### config.mk
export PLATFORM = sky130hd
export DESIGN_NAME = eeprom_i2c_slave
export DESIGN_NICKNAME = d
export VERILOG_FILES = /design/src/eeprom_pkg.sv /design/src/eeprom_i2c_slave.sv /design/src/ew_fifo.sv
export SDC_FILE = /design/constraint.sdc
export NUM_CORES = 2
export LEC_CHECK = 0
export BUFFER_PORTS_ARGS = -buffer_cell sky130_fd_sc_hd__buf_2
export CAP_MARGIN = 20
export CORE_MARGIN = 4
export CORE_UTILIZATION = 40
export CTS_BUF_LIST = sky130_fd_sc_hd__clkbuf_8
export DETAILED_ROUTE_END_ITERATION = 10
export HOLD_SLACK_MARGIN = 0.06
export PLACE_DENSITY_LB_ADDON = 0.2
export SLEW_MARGIN = 15
export SYNTH_ARGS = -nofsm -noshare
export SYNTH_HDL_FRONTEND = slang
export SYNTH_SLANG_ARGS = --single-unit
### constraint.sdc
create_clock -name sys_clk -period 5.4 [get_ports sys_clk]
set_clock_uncertainty 0.15 [all_clocks]
set_input_delay 1.08 -clock sys_clk [delete_from_list [all_inputs] [get_ports sys_clk]]
set_output_delay 1.08 -clock sys_clk [all_outputs]
set_load 0.05 [all_outputs]
### src/eeprom_pkg.sv
// shared constants and types for the two-wire memory slave
package eeprom_pkg;
    localparam int unsigned CLK_HZ        = 100_000_000;
    localparam int unsigned CYC_PER_US    = CLK_HZ / 1_000_000;
    localparam int unsigned BYTE_EW_US    = 10_000;
    localparam int unsigned PAGE_ERASE_US = 3_500;
    localparam int unsigned PAGE_PROG_US  = 28_000;
    localparam int unsigned PAGE_LEN      = 8;
    localparam int unsigned BYTE_EW_CYC   = BYTE_EW_US * CYC_PER_US;
    localparam int unsigned ERASE_CYC     = PAGE_ERASE_US * CYC_PER_US;
    localparam int unsigned PAGE_BYTE_CYC = PAGE_PROG_US * CYC_PER_US / PAGE_LEN;
    localparam int unsigned MEM_DEPTH     = 256;
    localparam int unsigned FIFO_DEPTH    = 16;
    localparam int unsigned FIFO_WIDTH    = 16;
    localparam logic [3:0]  PAGE_MAX      = 4'h8;
    localparam logic [3:0]  BYTE_MAX      = 4'h7;
    localparam logic [3:0]  ACK_SLOT      = 4'h8;

    typedef enum logic [4:0] {
        ST_IDLE = 5'h01,
        ST_DEV  = 5'h02,
        ST_WORD = 5'h04,
        ST_WD   = 5'h08,
        ST_RD   = 5'h10
    } link_state_t;

    typedef enum logic [2:0] {
        E_IDLE  = 3'h1,
        E_ERASE = 3'h2,
        E_PROG  = 3'h4
    } ew_state_t;
endpackage

### src/eeprom_i2c_slave.sv
// two-wire slave access logic of a 256 x 8 non-volatile memory
`timescale 1ns/10ps
`default_nettype none
// Overview of operation
// [RL1] data changes while clock is high are bus conditions, never data
// [RL2] master starts only on an idle bus, both lines high
// [RL3] data falling with clock high is start; expect address byte
// [RL4] data rising with clock high is stop; transfer ends
// [RL5] one clock pulse per bit, sampled while clock is high
// [RL6] eight bits then a ninth acknowledge slot clocked by master
// [RL7] master clocks at standard speed or slower; the bench master model clocks far faster
// [RL8] addressed receiving device acknowledges every byte
// [RL9] acknowledger holds data low for the whole ack clock high
// [RL10] master acknowledges each read byte except the last
// [RL11] no master ack ends a read; device releases data line
// [RL12] address byte: type code, three straps, direction; respond on match
// [RL13] address byte follows start; lsb one reads, zero writes
// [RL14] write sends word address then data, each acknowledged
// [RL15] byte mode: at most seven data bytes per transfer
// [RL16] stop after write starts timed cycle, ten ms per byte
// [RL17] during the cycle inputs ignored and address not acknowledged
// [RL18] page mode: eight bytes acked, block erased, then written
// [RL19] page mode increments only the three low address bits
// [RL20] a ninth page byte is not acked; whole transfer discarded
// [RL21] current address, random and sequential reads supported
// [RL22] word address increments after each byte, wrapping 255 to 0
// [RL23] random read: address-only write, then repeated start reading
// [RL24] current address read uses and then advances held address
module eeprom_i2c_slave
    import eeprom_pkg::*;
#(
    parameter logic [3:0]  DEV_TYPE        = 4'h6, // arbitrary value
    parameter int unsigned BYTE_EW_CYCLES  = BYTE_EW_CYC,
    parameter int unsigned ERASE_CYCLES    = ERASE_CYC,
    parameter int unsigned PAGE_BYTE_CYCLES = PAGE_BYTE_CYC
) (
    input  wire logic sys_clk,
    input  wire logic srst,
    input  wire logic scl_in,
    input  wire logic sda_in,
    output logic      sda_out,
    output logic      sda_oe,
    input  wire logic strap_select_bit_zero,
    input  wire logic strap_select_bit_one,
    input  wire logic strap_select_bit_two,
    input  wire logic page_mode,
    output logic      write_busy
);
    logic [7:0]   mem [MEM_DEPTH];
    logic         scl_q;
    logic         sda_q;
    link_state_t  st;
    link_state_t  next_st;
    ew_state_t    eng;
    logic [3:0]   cnt;
    logic [3:0]   wcnt;
    logic         ack_phase;
    logic         acked;
    logic         mack_n;
    logic         sda_low;
    logic         discard;
    logic         commit;
    logic         ew_page;
    logic [7:0]   sh;
    logic [7:0]   tx;
    logic [7:0]   addr;
    logic [31:0]  timer;
    logic         fifo_in_ready;
    logic         fifo_out_valid;
    logic         fifo_out_ready;
    logic [15:0]  fifo_out_data;

    // bus conditions, pins are synchronous to sys_clk
    wire scl_rise  = scl_in & ~scl_q;
    wire scl_fall  = ~scl_in & scl_q;
    wire start_det = scl_in & scl_q & sda_q & ~sda_in; // RL3 RL1
    wire stop_det  = scl_in & scl_q & ~sda_q & sda_in; // RL4 RL1
    wire busy      = (eng != E_IDLE);
    wire [2:0] straps = {strap_select_bit_two, strap_select_bit_one,
                         strap_select_bit_zero};

    // slot boundaries
    wire ack_start = scl_fall & ~ack_phase & (cnt == ACK_SLOT); // RL6
    wire byte_end  = scl_fall & ack_phase;
    wire rd_bit    = scl_fall & ~ack_phase & (cnt != ACK_SLOT) & (cnt != 4'h0)
                     & (st == ST_RD);

    // address match and acknowledge decision
    wire dev_hit  = (sh[7:4] == DEV_TYPE) & (sh[3:1] == straps) & ~busy; // RL12 RL17
    wire [3:0] wr_lim = page_mode ? PAGE_MAX : BYTE_MAX;
    wire wd_ok    = fifo_in_ready & (wcnt < wr_lim) & ~discard; // RL20
    wire give_ack = ((st == ST_DEV) & dev_hit) | (st == ST_WORD)
                    | ((st == ST_WD) & wd_ok); // RL8 RL14 RL18
    wire push     = ack_start & (st == ST_WD) & wd_ok;
    wire load_rd  = byte_end & (((st == ST_DEV) & acked & sh[0])
                    | ((st == ST_RD) & ~mack_n)); // RL21 RL24
    wire [7:0] next_addr_w = page_mode ? {addr[7:3], addr[2:0] + 3'h1}
                             : addr + 8'h01; // RL19 RL22
    // a write that never saw a stop is not programmed
    wire flush    = ((stop_det | start_det) & (st == ST_WD) & discard)
                    | (start_det & ~busy & (st == ST_WD) & ~discard
                       & (wcnt != 4'h0));

    always_comb begin
        next_st = st;
        unique case (st)
            ST_IDLE: next_st = ST_IDLE;
            ST_DEV:  next_st = ~acked ? ST_IDLE : (sh[0] ? ST_RD : ST_WORD); // RL13
            ST_WORD: next_st = ST_WD;
            ST_WD:   next_st = ST_WD;
            ST_RD:   next_st = mack_n ? ST_IDLE : ST_RD; // RL11
            default: next_st = ST_IDLE;
        endcase
    end

    assign sda_out    = 1'b0;
    assign sda_oe     = sda_low;
    assign write_busy = busy;

    always_ff @(posedge sys_clk) begin
        if (srst) begin
            scl_q <= 1'b1;
            sda_q <= 1'b1;
        end else begin
            scl_q <= scl_in;
            sda_q <= sda_in;
        end
    end

    always_ff @(posedge sys_clk) begin
        if (srst) begin
            commit <= 1'b0;
        end else begin
            commit <= stop_det & (st == ST_WD) & (wcnt != 4'h0) & ~discard; // RL16
        end
    end

    // link side; starts are not even seen while programming
    always_ff @(posedge sys_clk) begin
        if (srst) begin
            st        <= ST_IDLE;
            cnt       <= 4'h0;
            wcnt      <= 4'h0;
            ack_phase <= 1'b0;
            acked     <= 1'b0;
            mack_n    <= 1'b1;
            sda_low   <= 1'b0;
            discard   <= 1'b0;
            sh        <= 8'h00;
            tx        <= 8'h00;
            addr      <= 8'h00;
        end else if (start_det & ~busy) begin // RL17
            st        <= ST_DEV; // RL3
            cnt       <= 4'h0;
            wcnt      <= 4'h0;
            ack_phase <= 1'b0;
            sda_low   <= 1'b0;
            discard   <= 1'b0;
        end else if (stop_det) begin
            st        <= ST_IDLE; // RL4
            ack_phase <= 1'b0;
            sda_low   <= 1'b0;
        end else if (st != ST_IDLE) begin
            if (scl_rise & ~ack_phase) begin
                sh  <= {sh[6:0], sda_in}; // RL5
                cnt <= cnt + 4'h1;
            end
            if (scl_rise & ack_phase) begin
                mack_n <= sda_in;
            end
            if (ack_start) begin
                ack_phase <= 1'b1;
                acked     <= give_ack;
                sda_low   <= give_ack; // RL9
                if (push) begin
                    addr <= next_addr_w;
                    wcnt <= wcnt + 4'h1;
                end
                if ((st == ST_WD) & ~give_ack) begin
                    discard <= 1'b1; // RL20
                end
            end else if (rd_bit) begin
                sda_low <= ~tx[6];
                tx      <= {tx[6:0], 1'b0};
            end
            if (byte_end) begin
                ack_phase <= 1'b0;
                cnt       <= 4'h0;
                sda_low   <= 1'b0;
                st        <= next_st;
                if (st == ST_WORD) begin
                    addr <= sh; // RL14
                end
                if (load_rd) begin
                    tx      <= mem[addr];
                    sda_low <= ~mem[addr][7];
                    addr    <= addr + 8'h01; // RL22
                end
            end
        end
    end

    // programming engine, fed only after a clean stop
    assign fifo_out_ready = (eng == E_PROG) & fifo_out_valid & (timer == 32'h0);

    always_ff @(posedge sys_clk) begin
        if (srst) begin
            eng     <= E_IDLE;
            ew_page <= 1'b0;
            timer   <= 32'h0;
        end else begin
            unique case (eng)
                E_IDLE: begin
                    if (commit) begin
                        ew_page <= page_mode;
                        eng     <= page_mode ? E_ERASE : E_PROG; // RL18
                        timer   <= page_mode ? ERASE_CYCLES - 1
                                   : BYTE_EW_CYCLES - 1; // RL16
                    end
                end
                E_ERASE: begin
                    if (timer == 32'h0) begin
                        eng   <= E_PROG;
                        timer <= PAGE_BYTE_CYCLES - 1;
                    end else begin
                        timer <= timer - 32'h1;
                    end
                end
                E_PROG: begin
                    if (~fifo_out_valid) begin
                        eng <= E_IDLE;
                    end else if (timer == 32'h0) begin
                        timer <= ew_page ? PAGE_BYTE_CYCLES - 1
                                 : BYTE_EW_CYCLES - 1;
                    end else begin
                        timer <= timer - 32'h1;
                    end
                end
                default: eng <= E_IDLE;
            endcase
        end
    end

    always_ff @(posedge sys_clk) begin
        if (fifo_out_ready) begin
            mem[fifo_out_data[15:8]] <= fifo_out_data[7:0];
        end
    end

    // buffer between bus and programming engine; a full fifo refuses the ack
    ew_fifo #(
        .WIDTH (FIFO_WIDTH),
        .DEPTH (FIFO_DEPTH)
    ) u_fifo (
        .sys_clk   (sys_clk),
        .srst      (srst),
        .flush     (flush),
        .in_valid  (push),
        .in_ready  (fifo_in_ready),
        .in_data   ({addr, sh}),
        .out_valid (fifo_out_valid),
        .out_ready (fifo_out_ready),
        .out_data  (fifo_out_data)
    );
endmodule
`default_nettype wire

### src/ew_fifo.sv
// synchronous fifo holding address/data pairs awaiting programming
`timescale 1ns/10ps
`default_nettype none
module ew_fifo #(
    parameter int unsigned WIDTH = 16,
    parameter int unsigned DEPTH = 16
) (
    input  wire logic             sys_clk,
    input  wire logic             srst,
    input  wire logic             flush,
    input  wire logic             in_valid,
    output logic                  in_ready,
    input  wire logic [WIDTH-1:0] in_data,
    output logic                  out_valid,
    input  wire logic             out_ready,
    output logic [WIDTH-1:0]      out_data
);
    localparam int unsigned AW = $clog2(DEPTH);

    logic [WIDTH-1:0] store [DEPTH];
    logic [AW:0]      wr_ptr;
    logic [AW:0]      rd_ptr;

    wire full  = (wr_ptr[AW] != rd_ptr[AW]) && (wr_ptr[AW-1:0] == rd_ptr[AW-1:0]);
    wire empty = (wr_ptr == rd_ptr);
    wire do_wr = in_valid & in_ready;
    wire do_rd = out_valid & out_ready;

    assign in_ready  = ~full;
    assign out_valid = ~empty;
    assign out_data  = store[rd_ptr[AW-1:0]];

    always_ff @(posedge sys_clk) begin
        if (do_wr) begin
            store[wr_ptr[AW-1:0]] <= in_data;
        end
    end

    // flush drops everything, used when a transfer is abandoned
    always_ff @(posedge sys_clk) begin
        if (srst | flush) begin
            wr_ptr <= '0;
            rd_ptr <= '0;
        end else begin
            if (do_wr) begin
                wr_ptr <= wr_ptr + 1'b1;
            end
            if (do_rd) begin
                rd_ptr <= rd_ptr + 1'b1;
            end
        end
    end
endmodule
`default_nettype wire

# Yosys cells after proc, flatten, opt, wreduce, memory -nomap -nowiden
# Memory sizes are Yosys's and may differ from the RTL's. A register that Yosys moved wholly into a read port is not among the register bits.
# Cells that the tools add are included.
op_classes:
  magnitude_cmp: 1
  multipliers: 0
  n_shift: 0
  div: 0
  bitwise: 62
  add_sub_neg: 7
  reduce_logical: 27
  muxes: 47
  eq_ne: 20
op_table:
  columns: ["op", "n"]
  rows:
  - ["$mux 32", 4]
  - ["$mux 8", 12]
  - ["$pmux 32 s3", 1]
  - ["$and 1x1->1", 41]
  - ["$mux 20", 2]
  - ["$logic_not 32->1", 1]
  - ["$sub 32x1->32 const B", 1]
  - ["$mux 4", 5]
  - ["$reduce_and 4->1", 5]
  - ["$mux 5", 3]
  - ["$not 1->1", 15]
  - ["$pmux 5 s3", 1]
  - ["$mux 3", 4]
  - ["$reduce_and 3->1", 4]
  - ["$reduce_bool 3->1", 4]
  - ["$add 5x1->5 const B", 2]
  - ["$mux 1", 10]
  - ["$reduce_and 2->1", 5]
  - ["$pmux 3 s3", 1]
  - ["$add 4x1->4 const B", 2]
  - ["$add 8x1->8 const B", 1]
  - ["$mux 2", 4]
  - ["$reduce_bool 4->1", 2]
  - ["$ne 2x2->1 const B", 3]
  - ["other kinds (24)", 31]
word_totals:
  ramBits: 2304
  in_bits: 8
  mem_count: 2
  regBits: 91
  elab_cells: 186
  rom_bits: 0
  latch_bits: 0
  output_inout_bits: 3
memory_table:
  columns: ["memory", "words", "width", "read_ports", "rd_clocked_by_memory_dff", "write_ports", "line_no", "text"]
  rows:
  - ["mem", 256, 8, 1, 1, 1, "eeprom_i2c_slave.sv:49", "logic [7:0] mem [MEM_DEPTH];"]
  - ["u_fifo.store", 16, 16, 1, 1, 1, "ew_fifo.sv:20", "logic [WIDTH-1:0] store [DEPTH];"]

# Logic depth before layout (Yosys ltp)
logic_depth:
  word_depth: 13
  mapped_depth: 13
  depth_no_buf: 9

# By module
# A second synthesis with hierarchy kept.
unflattened:
  cells_unflattened: 4751
  hier_area_um2: 94564.4
modules_own_cells:
  columns: ["module", "n_inst", "area_per_inst_um2", "cells_each"]
  rows:
  - ["eeprom_i2c_slave", 1, 83923.0, 4287]
  - ["ew_fifo", 1, 10641.5, 464]

# Worst setup path before layout
# No wires, ideal clock.
synth_path:
  kind: "register -> register"
  from: "register (tool-made name)"
  to: "memory mem[0][2], data pin"
  path_stages_with_launch: 7
  required_time_ns: 4.698
  setup_time_ns: 0.552
  setup_slack_ns: 1.055
  t_arrival_ns: 3.644
  path_buffers: 4
  path_cell_list: "dfxtp_1 buf_4 buf_6 buf_4 buf_1 mux4_2 mux4_2"
synth_lines:
  columns: ["item", "line_no"]
  rows:
  - ["end: declaration", "eeprom_i2c_slave.sv:49"]

==> results.yml <==
clocking:
  cts-root-buf: "clkbuf_8"
  h-tree-depth: 5
  numCtsBuffers: 408
  insertion_delay_ns: 1.06
  cts_resized: 0
  cts.sinks: 2406
  path_clk_slew_ns: 0.06
  cts_tree: "done"
  cts_buffer_depth: 4
global_routing:
  grtUsageTotal_pct: 20.31
  grt-busiest-layer: "met2"
  grt_max_degree: 177
  grt_overflow: 0
  antenna_found_initial: 7
  grt_pass1_vias: 48860
  use_met1_pct: 28.83
  grtUsageMet3_pct: 4.188
  grt_pass1_wl_mm: 359.5
  grtUsageMet2_pct: 31.85
job:
  max-cap-violations: 0
final_layout:
  post-route-util_pct: 45.50
  nNetsFinal: 5031
  drive_gt1_share_pct: 29.57
  synthToLayoutAreaGrowth_pct: 13.16
  fin_area_um2: 107100
hold_path:
  hp-class: "flop to flop"
  holdCritStartpoint: "timer[23]$_SDFFE_PP0P_"
setup_path:
  crit_arrival_ns: 5.20
  start_kind: "flop"
  r2r_setup_slack_ns: 0.80
  end_kind: "flop"
  critPathRequiredTime_ns: 6.00
  crit_fanout: 53
  worstSetupPathType: "flop to flop"
placed_design:
  hpwl_mm: 152.7
  dp_slack_ns: 0.7668
  portBuffers: 9
  placed_area_um2: 99900
  gp_congestion: 0.8280
floorplanning:
  fp.dieArea_um2: 244500
  rows: 178
  io_pins: 11
  die_w_um: 494.4
  dieHeight_um: 494.4
  core_um2: 235400
  start_util_pct: 40.21
synth:
  syn-mean-instance-area_um2: 20.67
  synth-async-reset-ratio_pct: 0
  synthTopCellsByArea: "edfxtp_1, mux4_2, dfxtp_1"
  ys_ff_latch: 2406
  ys.flop_type: "edfxtp_1"
  synth_nets: 4601
  synthDistinctLibCells: 83
  synth_edf_count: 2304
  syn_area_um2: 94650
  postSynthCellCount: 4579
  yosys_warnings: 0
  ys_seq_area_share_pct: 75.25
  synth_top_cell_by_area: "edfxtp_1"
  synth_top_area_share_pct: 73.10
sta:
  setup-tns-final_ns: 0
  hold_viol_final: 0
  maxSlewHeadroom_pct: 14.96
  fin_crit_sh_pct: 85.22
  max_freq_mhz: 217.3
  min_period_ns: 4.602
  rsz0062_at_grt: "no"
  finalSetupViolations: 0
  setup_slack_ns: 0.7981
  worst_pin_slew_ns: 1.276
  maxSlewViolCount: 0
route:
  firstDrtPassIters: 5
  drcViolationCount: 0
  drt.antenna.violating_nets: 0
  via_per_inst: 5.575
  drtIter0Drc: 4534
  via_count: 47150
  wl_per_cell_um: 29.29
  routed_wl_mm: 247.7
power_and_ir_drop:
  p_leak_nw: 34.47
  peakVddDrop_mv: 0.2490
  power_density_nw_per_um2: 325.7
status:
  status: "finished clean"
[metal layers]
| metal | up-vias | share of wire, % |
|---|---|---|
| met5 | - | 0 |
| met4 | 0 | 2.7 |
| met3 | 359 | 6.8 |
| met2 | 1751 | 48 |
| met1 | 25200 | 43 |
| li1 | 19830 | - |
[worst max-delay path, cell delays in order, from the launching register on]
cell and delay [ns]:
dfxtp_4 0.50, buf_12 0.37, mux4_2 0.56, mux4_2 0.56, nor2b_1 0.69, nand3_1 0.71
nor2_1 0.38, buf_4 0.25
[final cells by class]
type                            count  area, um^2
Clock buffer                      423        5822
Tap cell                         3150        3941
Antenna cell                        3       7.507
Sequential cell                  2406       71250
Fill cell                       19860      128300
Multi-Input combinational cell   1883       22080
Inverter                           25       100.1
Clock inverter                    281        1356
Timing Repair Buffer              285        2547
[report_power, final]
part / switching, mW / internal (mW) / leakage [nW]
logic: 0.0417 / 0.0149 / 6.91
clock network: 7.11 / 7.58 / 4.18
registers: 0.00302 / 20.1 / 23.4
[state kept, by name (all words and copies together) (netlist names), named ones only]
signal	cells
ack_phase	1
acked	1
addr	8
cnt	4
commit	1
discard	1
eng	3
ew_page	1
mack_n	1
mem	2048
scl_q	1
sda_oe	1
sda_q	1
sh	8
st	5
timer	32
tx	7
u_fifo.rd_ptr	5
u_fifo.store	256
u_fifo.wr_ptr	5
wcnt	4
[logic make-up after synthesis]
logic type | after synthesis | synth area share (%)
adder cells (fa/ha/maj) | 14 | 0.1851
XOR/XNOR | 52 | 0.4812
AND/OR/NAND/NOR | 789 | 3.988
AO/OA/AOI/OAI | 270 | 1.890
other | 1 | 0.003962
buffers and inverters | 290 | 1.507
multiplexers | 757 | 16.69
flip-flops | 2406 | 75.25
[layout by cell type, fill, tap and decap left out, drive strengths merged, types with 7 or more instances in the layout]
master / n
mux2i: 82
a221oi: 10
bufinv: 8
dfxtp: 102
or3: 21
o21ai: 46
and3: 8
a211oi: 15
ha: 14
a31oi: 25
edfxtp: 2304
nand2b: 11
clkbuf: 423
o211ai: 14
xnor2: 14
clkinv: 136
nand4: 20
o22ai: 20
a311oi: 7
a21oi: 66
or2: 21
inv: 158
nor2b: 22
nor2: 367
buf: 283
nor3: 38
nand3: 60
xor2: 38
mux4: 655
nor4: 7
mux2: 20
nand3b: 9
nand2: 170
a22oi: 10
[stage by stage]
| stage | hold WS [ns] | power (mW) | std cells |
|---|---|---|---|
| 3_5_place_dp | 0.3195 | 20.57 | 7747 |
| 2_1_floorplan | 0.2964 | 20.55 | 4579 |
| 3_3_place_gp | 0.3068 | 20.57 | 7747 |
| 6_report | 0.3186 | 34.88 | 8456 |
| 4_1_cts | 0.1883 | 35.24 | 8453 |
| 5_1_grt | 0.2538 | 36.19 | 8454 |
[repair_timing]
action / 4_1_cts / 5_1_grt
endpoints found under the hold margin: 2 / 0
buffers inserted: 0 / 0
hold buffers: 2 / 0
[synthesized netlist by cell type (22+ instances only)]
| library cell | n |
|---|---|
| edfxtp_1 | 2304 |
| mux4_2 | 655 |
| nor2_1 | 307 |
| nand2_1 | 168 |
| dfxtp_1 | 102 |
| clkbuf_1 | 96 |
| buf_2 | 90 |
| mux2i_1 | 82 |
| a21oi_1 | 66 |
| nand3_1 | 60 |
| nor2_2 | 60 |
| o21ai_0 | 43 |
| xor2_1 | 38 |
| buf_4 | 36 |
| nor3_1 | 34 |
| buf_1 | 31 |
| a31oi_1 | 25 |
| inv_1 | 23 |
| nor2b_1 | 22 |
[path summary, 6_finish.rpt]
path	to	depth (start not counted)
worst min-delay path	timer[23]$_SDFFE_PP0P_	2
worst max register to register	mem[211][5]$_DFFE_PP_	7
worst min register to register	timer[23]$_SDFFE_PP0P_	2
worst max-delay path	mem[211][5]$_DFFE_PP_	7
No activity file was read; power rests on OpenSTA's default activity.
